File: config.mk
export PLATFORM = sky130hd
export DESIGN_NAME = acs_sequencer
export DESIGN_NICKNAME = d
export VERILOG_FILES = /design/src/logic/acs_pkg.sv /design/src/logic/acs_sequencer.sv
export VERILOG_INCLUDE_DIRS = /design/src /design/src/logic
export SDC_FILE = /design/constraint.sdc
export NUM_CORES = 1
export LEC_CHECK = 0
export ABC_AREA = 1
export ABC_CLOCK_PERIOD_IN_PS = 1900
export BUFFER_PORTS_ARGS = -buffer_cell sky130_fd_sc_hd__buf_2
export CAP_MARGIN = 20
export CORE_ASPECT_RATIO = 0.5
export CORE_MARGIN = 2
export CORE_UTILIZATION = 45
export DETAILED_ROUTE_END_ITERATION = 10
export PLACE_DENSITY = 0.7
export SYNTH_ARGS = -nofsm -noshare
export SYNTH_HDL_FRONTEND = slang
export SYNTH_SLANG_ARGS = --single-unit
File: constraint.sdc
create_clock -name i_core_clk -period 1.9 [get_ports i_core_clk]
set_clock_uncertainty 0.15 [all_clocks]
set_input_delay 0.19 -clock i_core_clk [delete_from_list [all_inputs] [get_ports i_core_clk]]
set_output_delay 0.19 -clock i_core_clk [all_outputs]
set_load 0.02 [all_outputs]
File: src/logic/acs_regs.svh
// Purpose: named constants of the calibration sequencer
// Assumes: counts are master-clock cycles
// Notes:   durations are cycle figures, so no time conversion is needed
`ifndef ACS_REGS_SVH
`define ACS_REGS_SVH

`define ACS_WORD_W        20
`define ACS_CNT_W         22
`define ACS_MIN_HIGH      3'h4
`define ACS_SEL_SELF      2'h0
`define ACS_SEL_GAIN      2'h1
`define ACS_SEL_OFFS_REF  2'h2
`define ACS_SEL_OFFS      2'h3
`define ACS_CNT_LAST      22'h000001
`define ACS_CYC_SELF      22'd3145655
`define ACS_CYC_OFFS      22'd1052599
`define ACS_CYC_GAIN      22'd1068813
`define ACS_CYC_OFFS_REF  22'd2117389
`define ACS_WORD_ZERO     20'h00000
`define ACS_WORD_ONES     20'hfffff
`define ACS_BIP_FLIP      20'h80000

`endif

File: src/logic/acs_pkg.sv
// Purpose: types of the calibration sequencer
// Assumes: nothing
// Notes:   select code packs cal_select_a in bit 1, cal_select_b in bit 0
`default_nettype none
package acs_pkg;
   typedef enum logic [1:0] {
      ACS_IDLE,
      ACS_ARMED,
      ACS_RUN
   } acs_state_t;

   typedef struct packed {
      logic cal_select_a;
      logic cal_select_b;
   } acs_sel_t;
endpackage : acs_pkg
`default_nettype wire

File: src/logic/acs_sequencer.sv
// Purpose: calibration control sequencer of a 20-bit sigma-delta converter
// Assumes: request, select and polarity pins asynchronous to i_core_clk, synchronised by two flops
// Notes:   i_core_clk stands for master_clock_in
// Behaviour
// - select inputs captured at rising edge of calibrate request
// - calibration step starts at falling edge of request
// - data_ready_n high from step start until step finishes
// - select code picks step type and its cycle duration
// - self calibration lasts at most 3,145,655 cycles
// - self calibration ends with input word and data_ready_n low
// - system step ends with all zeros or all ones word
// - after system step data_ready_n falls as filter settling begins
// - polarity low is unipolar range, high is bipolar range
// - straight binary in unipolar, offset binary in bipolar
`timescale 1ns/100ps
`default_nettype none
`include "acs_regs.svh"
module acs_sequencer #(
   parameter int unsigned WORD_W = `ACS_WORD_W,
   parameter logic [`ACS_CNT_W-1:0] CYC_SELF     = `ACS_CYC_SELF,
   parameter logic [`ACS_CNT_W-1:0] CYC_OFFS     = `ACS_CYC_OFFS,
   parameter logic [`ACS_CNT_W-1:0] CYC_GAIN     = `ACS_CYC_GAIN,
   parameter logic [`ACS_CNT_W-1:0] CYC_OFFS_REF = `ACS_CYC_OFFS_REF
) (
   // clock and reset
   input  wire logic              i_core_clk,
   input  wire logic              i_reset_n,
   // calibration control pins
   input  wire logic              i_cal_request,
   input  wire logic              i_cal_select_a,
   input  wire logic              i_cal_select_b,
   input  wire logic              i_polarity_select,
   // converted sample from the filter, straight binary, 0 = zero scale
   input  wire logic [WORD_W-1:0] i_sample,
   // status and output word
   output logic                   o_data_ready_n,
   output logic                   o_busy,
   output logic [WORD_W-1:0]      o_data_word
);

   // two-flop synchronisers; stage 1 is read only by stage 2
   logic [3:0] sync1;
   logic [3:0] sync2;
   logic       req_prev;
   always_ff @(posedge i_core_clk) begin
      if (!i_reset_n) begin
         sync1    <= 4'h0;
         sync2    <= 4'h0;
         req_prev <= 1'b0;
      end else begin
         sync1    <= {i_polarity_select, i_cal_select_a, i_cal_select_b, i_cal_request};
         sync2    <= sync1;
         req_prev <= sync2[0];
      end
   end

   wire       req      = sync2[0];
   wire       req_rise = req & ~req_prev;
   wire       req_fall = ~req & req_prev;
   wire       bipolar  = sync2[3];
   acs_pkg::acs_sel_t sel_now;
   assign sel_now.cal_select_a = sync2[2];
   assign sel_now.cal_select_b = sync2[1];

   function automatic logic [`ACS_CNT_W-1:0] step_cycles(input logic [1:0] code);
      case (code)
         `ACS_SEL_SELF:     step_cycles = CYC_SELF;
         `ACS_SEL_OFFS:     step_cycles = CYC_OFFS;
         `ACS_SEL_GAIN:     step_cycles = CYC_GAIN;
         default:           step_cycles = CYC_OFFS_REF;
      endcase
   endfunction

   acs_pkg::acs_state_t state;
   acs_pkg::acs_state_t next_state;
   acs_pkg::acs_sel_t   sel;
   logic [2:0]          high_cnt;
   logic [`ACS_CNT_W-1:0] cnt;

   // a request shorter than the minimum high time is dropped rather than started
   wire high_ok = (high_cnt >= `ACS_MIN_HIGH);
   wire start   = (state == acs_pkg::ACS_ARMED) & req_fall & high_ok;
   wire done    = (state == acs_pkg::ACS_RUN) & (cnt == `ACS_CNT_LAST);

   always_comb begin
      next_state = state;
      case (state)
         acs_pkg::ACS_IDLE:  if (req_rise) next_state = acs_pkg::ACS_ARMED;
         acs_pkg::ACS_ARMED: if (req_fall) next_state = high_ok ? acs_pkg::ACS_RUN
                                                                : acs_pkg::ACS_IDLE;
         acs_pkg::ACS_RUN:   if (done) next_state = acs_pkg::ACS_IDLE;
         default:            next_state = acs_pkg::ACS_IDLE;
      endcase
   end

   // output word on completion
   wire [1:0]        code      = {sel.cal_select_a, sel.cal_select_b};
   wire [WORD_W-1:0] coded_in  = bipolar ? (i_sample ^ `ACS_BIP_FLIP) : i_sample;
   wire [WORD_W-1:0] done_word = (code == `ACS_SEL_SELF) ? coded_in
                               : (code == `ACS_SEL_GAIN) ? `ACS_WORD_ONES
                               : `ACS_WORD_ZERO;

   always_ff @(posedge i_core_clk) begin
      if (!i_reset_n) begin
         state    <= acs_pkg::ACS_IDLE;
         sel      <= '0;
         high_cnt <= 3'h0;
         cnt      <= '0;
      end else begin
         state <= next_state;
         if (state == acs_pkg::ACS_IDLE && req_rise) begin
            sel      <= sel_now;
            high_cnt <= 3'h1;
         end else if (state == acs_pkg::ACS_ARMED && req && !high_ok) begin
            high_cnt <= high_cnt + 3'h1;
         end
         if (start) begin
            cnt <= step_cycles({sel.cal_select_a, sel.cal_select_b});
         end else if (state == acs_pkg::ACS_RUN) begin
            cnt <= cnt - `ACS_CNT_LAST;
         end
      end
   end

   // ready stays high from power-up until the first calibration completes
   always_ff @(posedge i_core_clk) begin
      if (!i_reset_n) begin
         o_data_ready_n <= 1'b1;
         o_data_word    <= '0;
      end else if (start) begin
         o_data_ready_n <= 1'b1;
      end else if (done) begin
         o_data_ready_n <= 1'b0;
         o_data_word    <= done_word;
      end
   end

   assign o_busy = (state == acs_pkg::ACS_RUN);

endmodule : acs_sequencer
`default_nettype wire

==> reports/results.tsv, run 1 <==
metric	value	unit
final_cell_mix	nand2_1, nor2_1, inv_1, dfxtp_1, buf_2	
grt-ovfl-total	0	
reg2reg_depth	9	
die_area	7750	um2
clock_tree.root_cell	clkbuf_16	
synth_top_family_by_area	simple AND/OR/NAND/NOR gates	
cts_buffer_depth	2	
yosysUniqueCellTypes	34	
syn_nets	522	
wl_per_cell	11.4	um
portBuffers	47	
drc	0	
antennaDiodeCount	0	
worstPathRequired	1.56	ns
slew_viol_final	0	
cts_tree	built	
max_slew_margin	0.667	
setup_viol	0	
grt_antenna_before_repair	0	
num_vias	2979	
worstMarginPinSlew	0.500	ns
path_cells	inv_2 > nor2_4 > buf_4 > buf_4 > buf_2	
dp_hpwl	5140	um
critPathMostFrequentCell	buf_4	
layout.cells.non_filler	641	
power_density	780	nW/um2
synth-compound-area-share	0.0871	
path_depth	5	
fin_nets	580	
muxShareOfSynthArea	0	
cp_slowest_cell	dfxtp_1	
drt_iter0_drc	212	
ir_drop	0.496	mV
fp.dieW	123	um
grt_pass1_vias	2694	
fin_area	3870	um2
hp-class	input pin to flip-flop	
yosys.area_share.simple	0.375	
mostFrequentLayoutCell	nand2_1	
min_path_cells	3	
power.leakage	2.23	nW
syn_area	3160	um2
track_usage	0.202	
drv_cap	0	
detail_route.first_pass.iterations	5	
end_kind	primary output	
areaGrowthSynthToFinish	22.4	%
cts_resized	0	
wl	7300	um
dpl_cell_area	3510	um2
period_minus_slack	1.78	ns
synthCells	487	
crit_family	buffers and inverters	
cp_num_buf_inv	4	
drtAntennaViolNets	0	
placed_cells	620	
initial_core_util	0.468	
whs_endpoint	sync1[1]	
post-route-util	0.573	
synth_seq_cells	59	
clkTransAtPathRegs	0.05	ns
status	finished clean	
rrSetupSlack	0.17	ns
io_pins	48	
yosys.area_share.adder	0.0356	
coreArea	6750	um2
post-route-period-util	0.939	
fin_hold_ws	0.00931	ns
r2r-end	o_data_word[4]	
synth_seq_area_share	0.374	
cp_max_fo	5	
synth.area.top_cells	dfxtp_1, nand2_1, nor2_1	
yosysWarnings	0	
grt_max_degree	42	
cts_sinks	59	
cts_buffers	9	
fmax	560	MHz
min_from	i_reset_n	
crit_arrival	1.44	ns
die_y	63.3	um
gp_congestion	0.933	
start_kind	flip-flop	
synth_area_leader_cell	dfxtp_1	
yosys.area.top_type_share	0.374	
cts.htree.levels	3	
grt_pass1_wl	12400	um
synth-xor-area-share	0.00831	
r2r_start	cnt[1]	
worstSetupPathType	flip-flop to primary output	
finalSetupTns	0	ns
slowest_delay	0.40	ns
syn_area_per_cell	6.49	um2
via_per_inst	4.65	
rsz0062_at_grt	no	
clk_latency	0.32	ns
std_cell_rows	21	
fillCellCount	653	
post_route_cells_drive_above_1_share	0.179	
hold_viol	0	
[worst register-to-register path: stages (launching register included)]
cell	delay [ns]
dfxtp_1	0.31
inv_1	0.10
ha_1	0.16
inv_1	0.05
nor4_2	0.35
nand4_4	0.14
buf_12	0.21
nand2_1	0.07
nand2_1	0.04
nor2_1	0.10
[power by group]
group          switching [W]  internal (W)  leakage [nW]  total, W
logic              0.0000827     0.0000590          1.61  0.000142
clock network       0.000542       0.00107         0.144   0.00162
registers         0.00000793       0.00125         0.477   0.00126
total               0.000633       0.00239          2.23   0.00302
[kinds of logic (layout without fill, tap and decap cells)]
family                     after synthesis  in the layout
AOI/OAI and AO/OA                       52             52
xor gates and xnor gates                 3              3
adders and majority gates                9              9
buffers and inverters                   94            156
DFF                                     59             59
and+or+nand+nor                        270            270
[cell usage after synthesis, drive strengths merged]
master,number
nand2,142
nor2,87
inv,78
dfxtp,59
nand3,26
o21ai,24
a21oi,22
clkbuf,9
ha,9
buf,7
nand4,7
nor3,3
nor4,2
xor2,2
a211oi,1
a221oi,1
a31oi,1
nand3b,1
nor3b,1
o211ai,1
o21a,1
o31ai,1
or2,1
xnor2,1
[stage by stage]
| stage | total power (W) | setup WS [ns] |
|---|---|---|
| 2_1_floorplan | 0.00137 | 0.291 |
| 3_3_place_gp | 0.00142 | 0.218 |
| 3_5_place_dp | 0.00142 | 0.179 |
| 4_1_cts | 0.00305 | 0.0412 |
| 5_1_grt | 0.00313 | 0.0138 |
| 6_report | 0.00302 | 0.115 |
[registers in the layout (all words and copies together) (netlist names)]
signal          count
cnt                22
code                2
high_cnt            3
o_data_ready_n      1
o_data_word        20
req_prev            1
state               2
sync1               4
sync2               4
[how the worst max path moves through the flow]
stage | startpoint | endpoint | slack (ns)
after floorplan | cnt[1] | o_data_ready_n | 0.29
after global placement | cnt[1] | o_data_word[1] | 0.22
after detailed placement | cnt[1] | o_data_word[4] | 0.18
after CTS | state[1] | o_busy | 0.04
after global routing | cnt[1] | o_data_word[0] | 0.01
final | state[1] | o_busy | 0.12
[final cells by class]
class                      count  area [um2]  share of cell area
clock inverter                 4        50.0              0.0129
inverter                      78         293              0.0757
sequential                    59        1180               0.305
multi-input combinational    334        1600               0.413
tap                           92         115              0.0298
timing repair buffer          63         378              0.0977
clock buffer                  11         253              0.0653
[what timing repair did]
action / in CTS / in global routing
hold buffers: 4 / 0
buffers inserted: 0 / 2
setup endpoints to repair: 0 / 1
endpoints found under the hold margin: 4 / 0
[metal layers]
metal / GRT usage / up-vias / wire, um
met5: 0 / - / 0
met3: 0.0543 / 8 / 368
met4: 0.0718 / 0 / 67
met2: 0.296 / 64 / 2970
met1: 0.284 / 1292 / 3900
li1: - / 1615 / -
(Power assumes the default switching activity.)
==> run 2: changes to the inputs <==
--- a/config.mk
+++ b/config.mk
@@ -8,12 +8,13 @@
 export LEC_CHECK = 0
 export ABC_AREA = 1
 export ABC_CLOCK_PERIOD_IN_PS = 1900
-export BUFFER_PORTS_ARGS = -buffer_cell sky130_fd_sc_hd__buf_2
+export BUFFER_PORTS_ARGS = -buffer_cell sky130_fd_sc_hd__clkbuf_2
 export CAP_MARGIN = 20
 export CORE_ASPECT_RATIO = 0.5
 export CORE_MARGIN = 2
 export CORE_UTILIZATION = 45
 export DETAILED_ROUTE_END_ITERATION = 10
+export GPL_ROUTABILITY_DRIVEN = 1
 export PLACE_DENSITY = 0.7
 export SYNTH_ARGS = -nofsm -noshare
 export SYNTH_HDL_FRONTEND = slang
==> run 2 against run 1 <==
  * Clock power up 6%
  * Worst hold slack better by 0.020 ns
  * Global-route usage up 0.28 points
  * Sequential power about the same
  * First-iteration DRC count down 21%
  * Non-clock buffer count down 1
==> reports/results.tsv, run 2 (synthesized netlist as in run 1, its figures left out) <==
metric	value	unit
drtAntennaViolNets	0	
fin_nets	579	
ir_drop	0.421	mV
portBuffers	47	
layout.cells.non_filler	641	
hp-class	input pin to flip-flop	
grt_max_degree	42	
die_y	63.3	um
gp_congestion	0.897	
num_vias	2945	
largest-register	cnt	
io_pins	48	
cp_slowest_cell	dfxtp_1	
status	finished clean	
end_kind	primary output	
crit_arrival	1.38	ns
post_route_cells_drive_above_1_share	0.175	
drt_iter0_drc	167	
placed_cells	621	
cp_max_fo	5	
worstPathRequired	1.56	ns
grt_antenna_before_repair	0	
start_kind	flip-flop	
setup_viol	0	
grt-ovfl-total	0	
final_cell_mix	nand2_1, nor2_1, inv_1, dfxtp_1, clkbuf_2	
max_slew_margin	0.680	
grt_pass1_wl	12300	um
post_cts_buffers	0	
slew_viol_final	0	
clkTransAtPathRegs	0.05	ns
wl_per_cell	11.3	um
clk_latency	0.33	ns
coreArea	6750	um2
drv_cap	0	
cts_buffers	9	
cts_buffer_depth	2	
slowest_delay	0.39	ns
antennaDiodeCount	0	
rsz0062_at_grt	no	
cp_num_buf_inv	3	
power.leakage	2.21	nW
wl	7250	um
total_power	0.00311	W
period_minus_slack	1.72	ns
fmax	582	MHz
cts_sinks	59	
dp_hpwl	5060	um
fin_ws	0.183	ns
cts_resized	0	
areaGrowthSynthToFinish	22.4	%
largest_reg_flops	22	
drc	0	
grt_pass1_vias	2671	
post-route-period-util	0.904	
clock_tree.root_cell	clkbuf_16	
fp.dieW	123	um
initial_core_util	0.468	
worstMarginPinSlew	0.480	ns
finalSetupTns	0	ns
mostFrequentLayoutCell	nand2_1	
cts.htree.levels	3	
track_usage	0.205	
via_per_inst	4.59	
worstSetupPathType	flip-flop to primary output	
cts_tree	built	
die_area	7750	um2
post-route-util	0.573	
path_cells	inv_2 > nor2_4 > buf_4 > clkbuf_2	
dpl_worst_slack	0.189	ns
detail_route.first_pass.iterations	4	
hold_viol	0	
largestRegisters	cnt x22, o_data_word x20	
power_density	804	nW/um2
std_cell_rows	21	
crit_family	buffers and inverters	
ctsHoldBuffers	4	
==> run 2: changes by cell type in the layout (fill, tap and decap cells not counted), sizes merged <==
cell / before / now
buf: 59 / 11
clkbuf: 11 / 58
bufinv: 1 / 2
clkinv: 1 / 2
clkinvlp: 2 / 1
==> run 2: tightest hold or removal path: cells and delay by family <==
family	cells	cell delay, ns
buffers and inverters	1	0.08
and+or+nand+nor	4	0.21
==> run 2: where the power goes <==
part	switching, W	internal (W)
clock network	0.000568	0.00114
logic	0.0000831	0.0000584
registers	0.00000774	0.00125
total	0.000659	0.00245
==> run 2: path summary, 6_finish.rpt <==
path | start | to | cells after the start | slack [ns]
max | state[1] | o_busy | 4 | 0.18
min | i_sample[8] | o_data_word[8] | 5 | 0.03
max reg2reg | cnt[1] | o_data_word[1] | 9 | 0.19
min reg2reg | sync1[0] | sync2[0] | 2 | 0.26
==> run 2: per-stage QoR <==
step	hold slack (ns)	instance area, um2
floorplan	0.138	3160
global placement	0.225	3520
detailed placement	0.225	3520
CTS	0.0226	3870
global route	0.0449	3870
finish	0.0294	3870
==> run 2: cell type report <==
class / instances / area, um2
Clock buffer: 11 / 233
Clock inverter: 5 / 77.6
Fill cell: 627 / 2880
Inverter: 78 / 293
Multi-Input combinational cell: 334 / 1600
Sequential cell: 59 / 1180
Tap cell: 92 / 115
Timing Repair Buffer: 62 / 370
==> run 2: per-layer routing <==
layer / GRT usage / wire [um] / vias to the layer above
met4: 0.0517 / 36 / 0
met1: 0.269 / 3580 / 1262
met2: 0.314 / 3140 / 74
li1: - / - / 1605
met5: 0 / 0 / -
met3: 0.0815 / 483 / 4
==> run 3: changes to the inputs <==
--- a/config.mk
+++ b/config.mk
@@ -7,15 +7,15 @@
 export NUM_CORES = 1
 export LEC_CHECK = 0
 export ABC_AREA = 1
-export ABC_CLOCK_PERIOD_IN_PS = 1900
+export ABC_CLOCK_PERIOD_IN_PS = 1600
 export BUFFER_PORTS_ARGS = -buffer_cell sky130_fd_sc_hd__clkbuf_2
 export CAP_MARGIN = 20
 export CORE_ASPECT_RATIO = 0.5
 export CORE_MARGIN = 2
-export CORE_UTILIZATION = 45
+export CORE_UTILIZATION = 57
 export DETAILED_ROUTE_END_ITERATION = 10
 export GPL_ROUTABILITY_DRIVEN = 1
-export PLACE_DENSITY = 0.7
+export PLACE_DENSITY_LB_ADDON = 0.25
 export SYNTH_ARGS = -nofsm -noshare
 export SYNTH_HDL_FRONTEND = slang
 export SYNTH_SLANG_ARGS = --single-unit
==> constraint.sdc (replaced) <==
create_clock -name i_core_clk -period 1.6 [get_ports i_core_clk]
set_clock_uncertainty 0.15 [all_clocks]
set_input_delay 0.16 -clock i_core_clk [delete_from_list [all_inputs] [get_ports i_core_clk]]
set_output_delay 0.16 -clock i_core_clk [all_outputs]
set_load 0.02 [all_outputs]
==> run 3 against run 2 <==
  * Die area is 20% lower
  * Final cell count is 2.7% higher
  * Count of clock-buffer cells in the layout is 1 lower
  * Wire length is 11% higher
  * First-iteration DRC count is 56% higher
  * Register-to-register slack worse by 0.14 ns
  * Flip-flop and latch count stayed put
  * Critical path depth stayed put
  * Cell area is 7.5% higher
  * Non-clock buffer count is 37 higher
  * Total power is 3.4% higher
==> reports/results.tsv, run 3 (synthesized netlist as in run 1, its figures left out) <==
metric	value	unit
grt_util_met1	0.331	
power.leakage	2.37	nW
cts_tree	built	
power_density	774	nW/um2
drtAntennaViolNets	0	
rsz0062_at_grt	yes	
fmax	643	MHz
post-route-util	0.768	
largestRegisters	cnt x22, o_data_word x20	
areaGrowthSynthToFinish	31.6	%
met2_usage	0.451	
max_slew_margin	0.796	
largest_reg_flops	22	
r2r-end	o_data_word[13]	
rrSetupSlack	0.05	ns
placed_cells	618	
total_power	0.00322	W
clkTransAtPathRegs	0.07	ns
grt-ovfl-total	0	
grt_max_degree	42	
fin_area	4160	um2
cp_max_fo	4	
grt_pass1_wl	12900	um
reg2reg_depth	7	
io_pins	48	
cts_buffers	9	
num_vias	3217	
cts_buffer_depth	2	
clock_tree.root_cell	clkbuf_8	
drt_iter0_drc	261	
post_route_cells_drive_above_1_share	0.231	
grt_antenna_before_repair	0	
worstPathRequired	1.29	ns
clk_latency	0.35	ns
portBuffers	47	
end_kind	primary output	
gp_congestion	0.871	
worstSetupPathType	flip-flop to primary output	
finalSetupTns	0	ns
wl_per_cell	12.2	um
initial_core_util	0.583	
period_minus_slack	1.56	ns
start_kind	flip-flop	
die_area	6190	um2
cts.htree.levels	3	
fp.dieW	109	um
hold_viol	0	
gr-usage-met3	0.0801	
cts_sinks	59	
hp-class	input pin to flip-flop	
coreArea	5420	um2
r2r_start	cnt[17]	
std_cell_rows	19	
crit_arrival	1.25	ns
dpl_cell_area	3640	um2
setup_viol	0	
detail_route.first_pass.iterations	5	
dp_hpwl	4970	um
final_cell_mix	nand2_1, inv_1, nor2_1, dfxtp_1, clkbuf_2	
fin_nets	616	
track_usage	0.271	
post-route-period-util	0.972	
crit_path_start	state[1]	
ir_drop	0.518	mV
top_usage_layer	met2	
drv_cap	0	
layout.cells.non_filler	658	
via_per_inst	4.89	
wl	8010	um
mostFrequentLayoutCell	nand2_1	
endpoint	o_busy	
drc	0	
slew_viol_final	0	
worstMarginPinSlew	0.305	ns
grt_pass1_vias	2945	
die_y	56.7	um
status	finished clean	
antennaDiodeCount	0	
largest-register	cnt	
[run 3: cell count changes in the layout (fill, tap and decap cells not counted), moves of 8 or more]
cell	before	now
clkbuf_8	0	10
dlygate4sd3_1	4	24
buf_4	10	27
clkbuf_16	9	0
nor2_1	75	67
[run 3: layout make-up]
| cell class | instances | area [um2] |
|---|---|---|
| clock buffers | 10 | 138 |
| clock inverters | 5 | 77.6 |
| fillers | 398 | 1260 |
| inverters | 78 | 293 |
| multi-input cells | 334 | 1660 |
| flip-flops and latches | 59 | 1190 |
| well taps | 73 | 91.3 |
| repair buffers | 99 | 713 |
[run 3: metal layers]
| layer | vias to the layer above | wire length (um) |
|---|---|---|
| met5 | - | 0 |
| met4 | 0 | 168 |
| met3 | 17 | 510 |
| met2 | 99 | 3810 |
| met1 | 1417 | 3520 |
| li1 | 1684 | - |
[run 3: where the power goes]
part           total [W]  internal (W)  switching [W]  leakage (nW)
clock network    0.00150      0.000904       0.000593         0.108
logic           0.000225      0.000109       0.000116          1.78
registers        0.00150       0.00149      0.0000110         0.481
[run 3: how the worst min path moves through the flow]
stage | slack [ns] | startpoint | depth (start not counted) | end
final | 0.11 | i_sample[19] | 5 | o_data_word[19]
after global routing | 0.14 | i_sample[19] | 5 | o_data_word[19]
after CTS | 0.10 | i_sample[19] | 5 | o_data_word[19]
after detailed placement | 0.20 | i_cal_select_a | 3 | sync1[2]
after global placement | 0.19 | i_cal_select_a | 3 | sync1[2]
after floorplan | 0.11 | i_cal_request | 2 | sync1[0]
[run 3: critical path, cell delays in order, from the launching register on]
cell and delay (ns):
dfxtp_2 0.36, inv_2 0.07, nor2_4 0.17, buf_4 0.17, buf_4 0.14
[run 3: timing repair]
action	in CTS	in global routing
endpoints found under the setup margin	22	39
endpoints found under the hold margin	24	0
gates resized for setup	1	28
pin swaps	1	2
buffers inserted	0	1
hold buffers	24	0
cloned	0	0
[run 3: per-stage QoR]
stage	setup WS (ns)	hold slack (ns)
2_1_floorplan	0.0552	0.108
3_3_place_gp	0.0361	0.193
3_5_place_dp	-0.0189	0.196
4_1_cts	0.0203	0.102
5_1_grt	-0.0589	0.136
6_report	0.0441	0.115
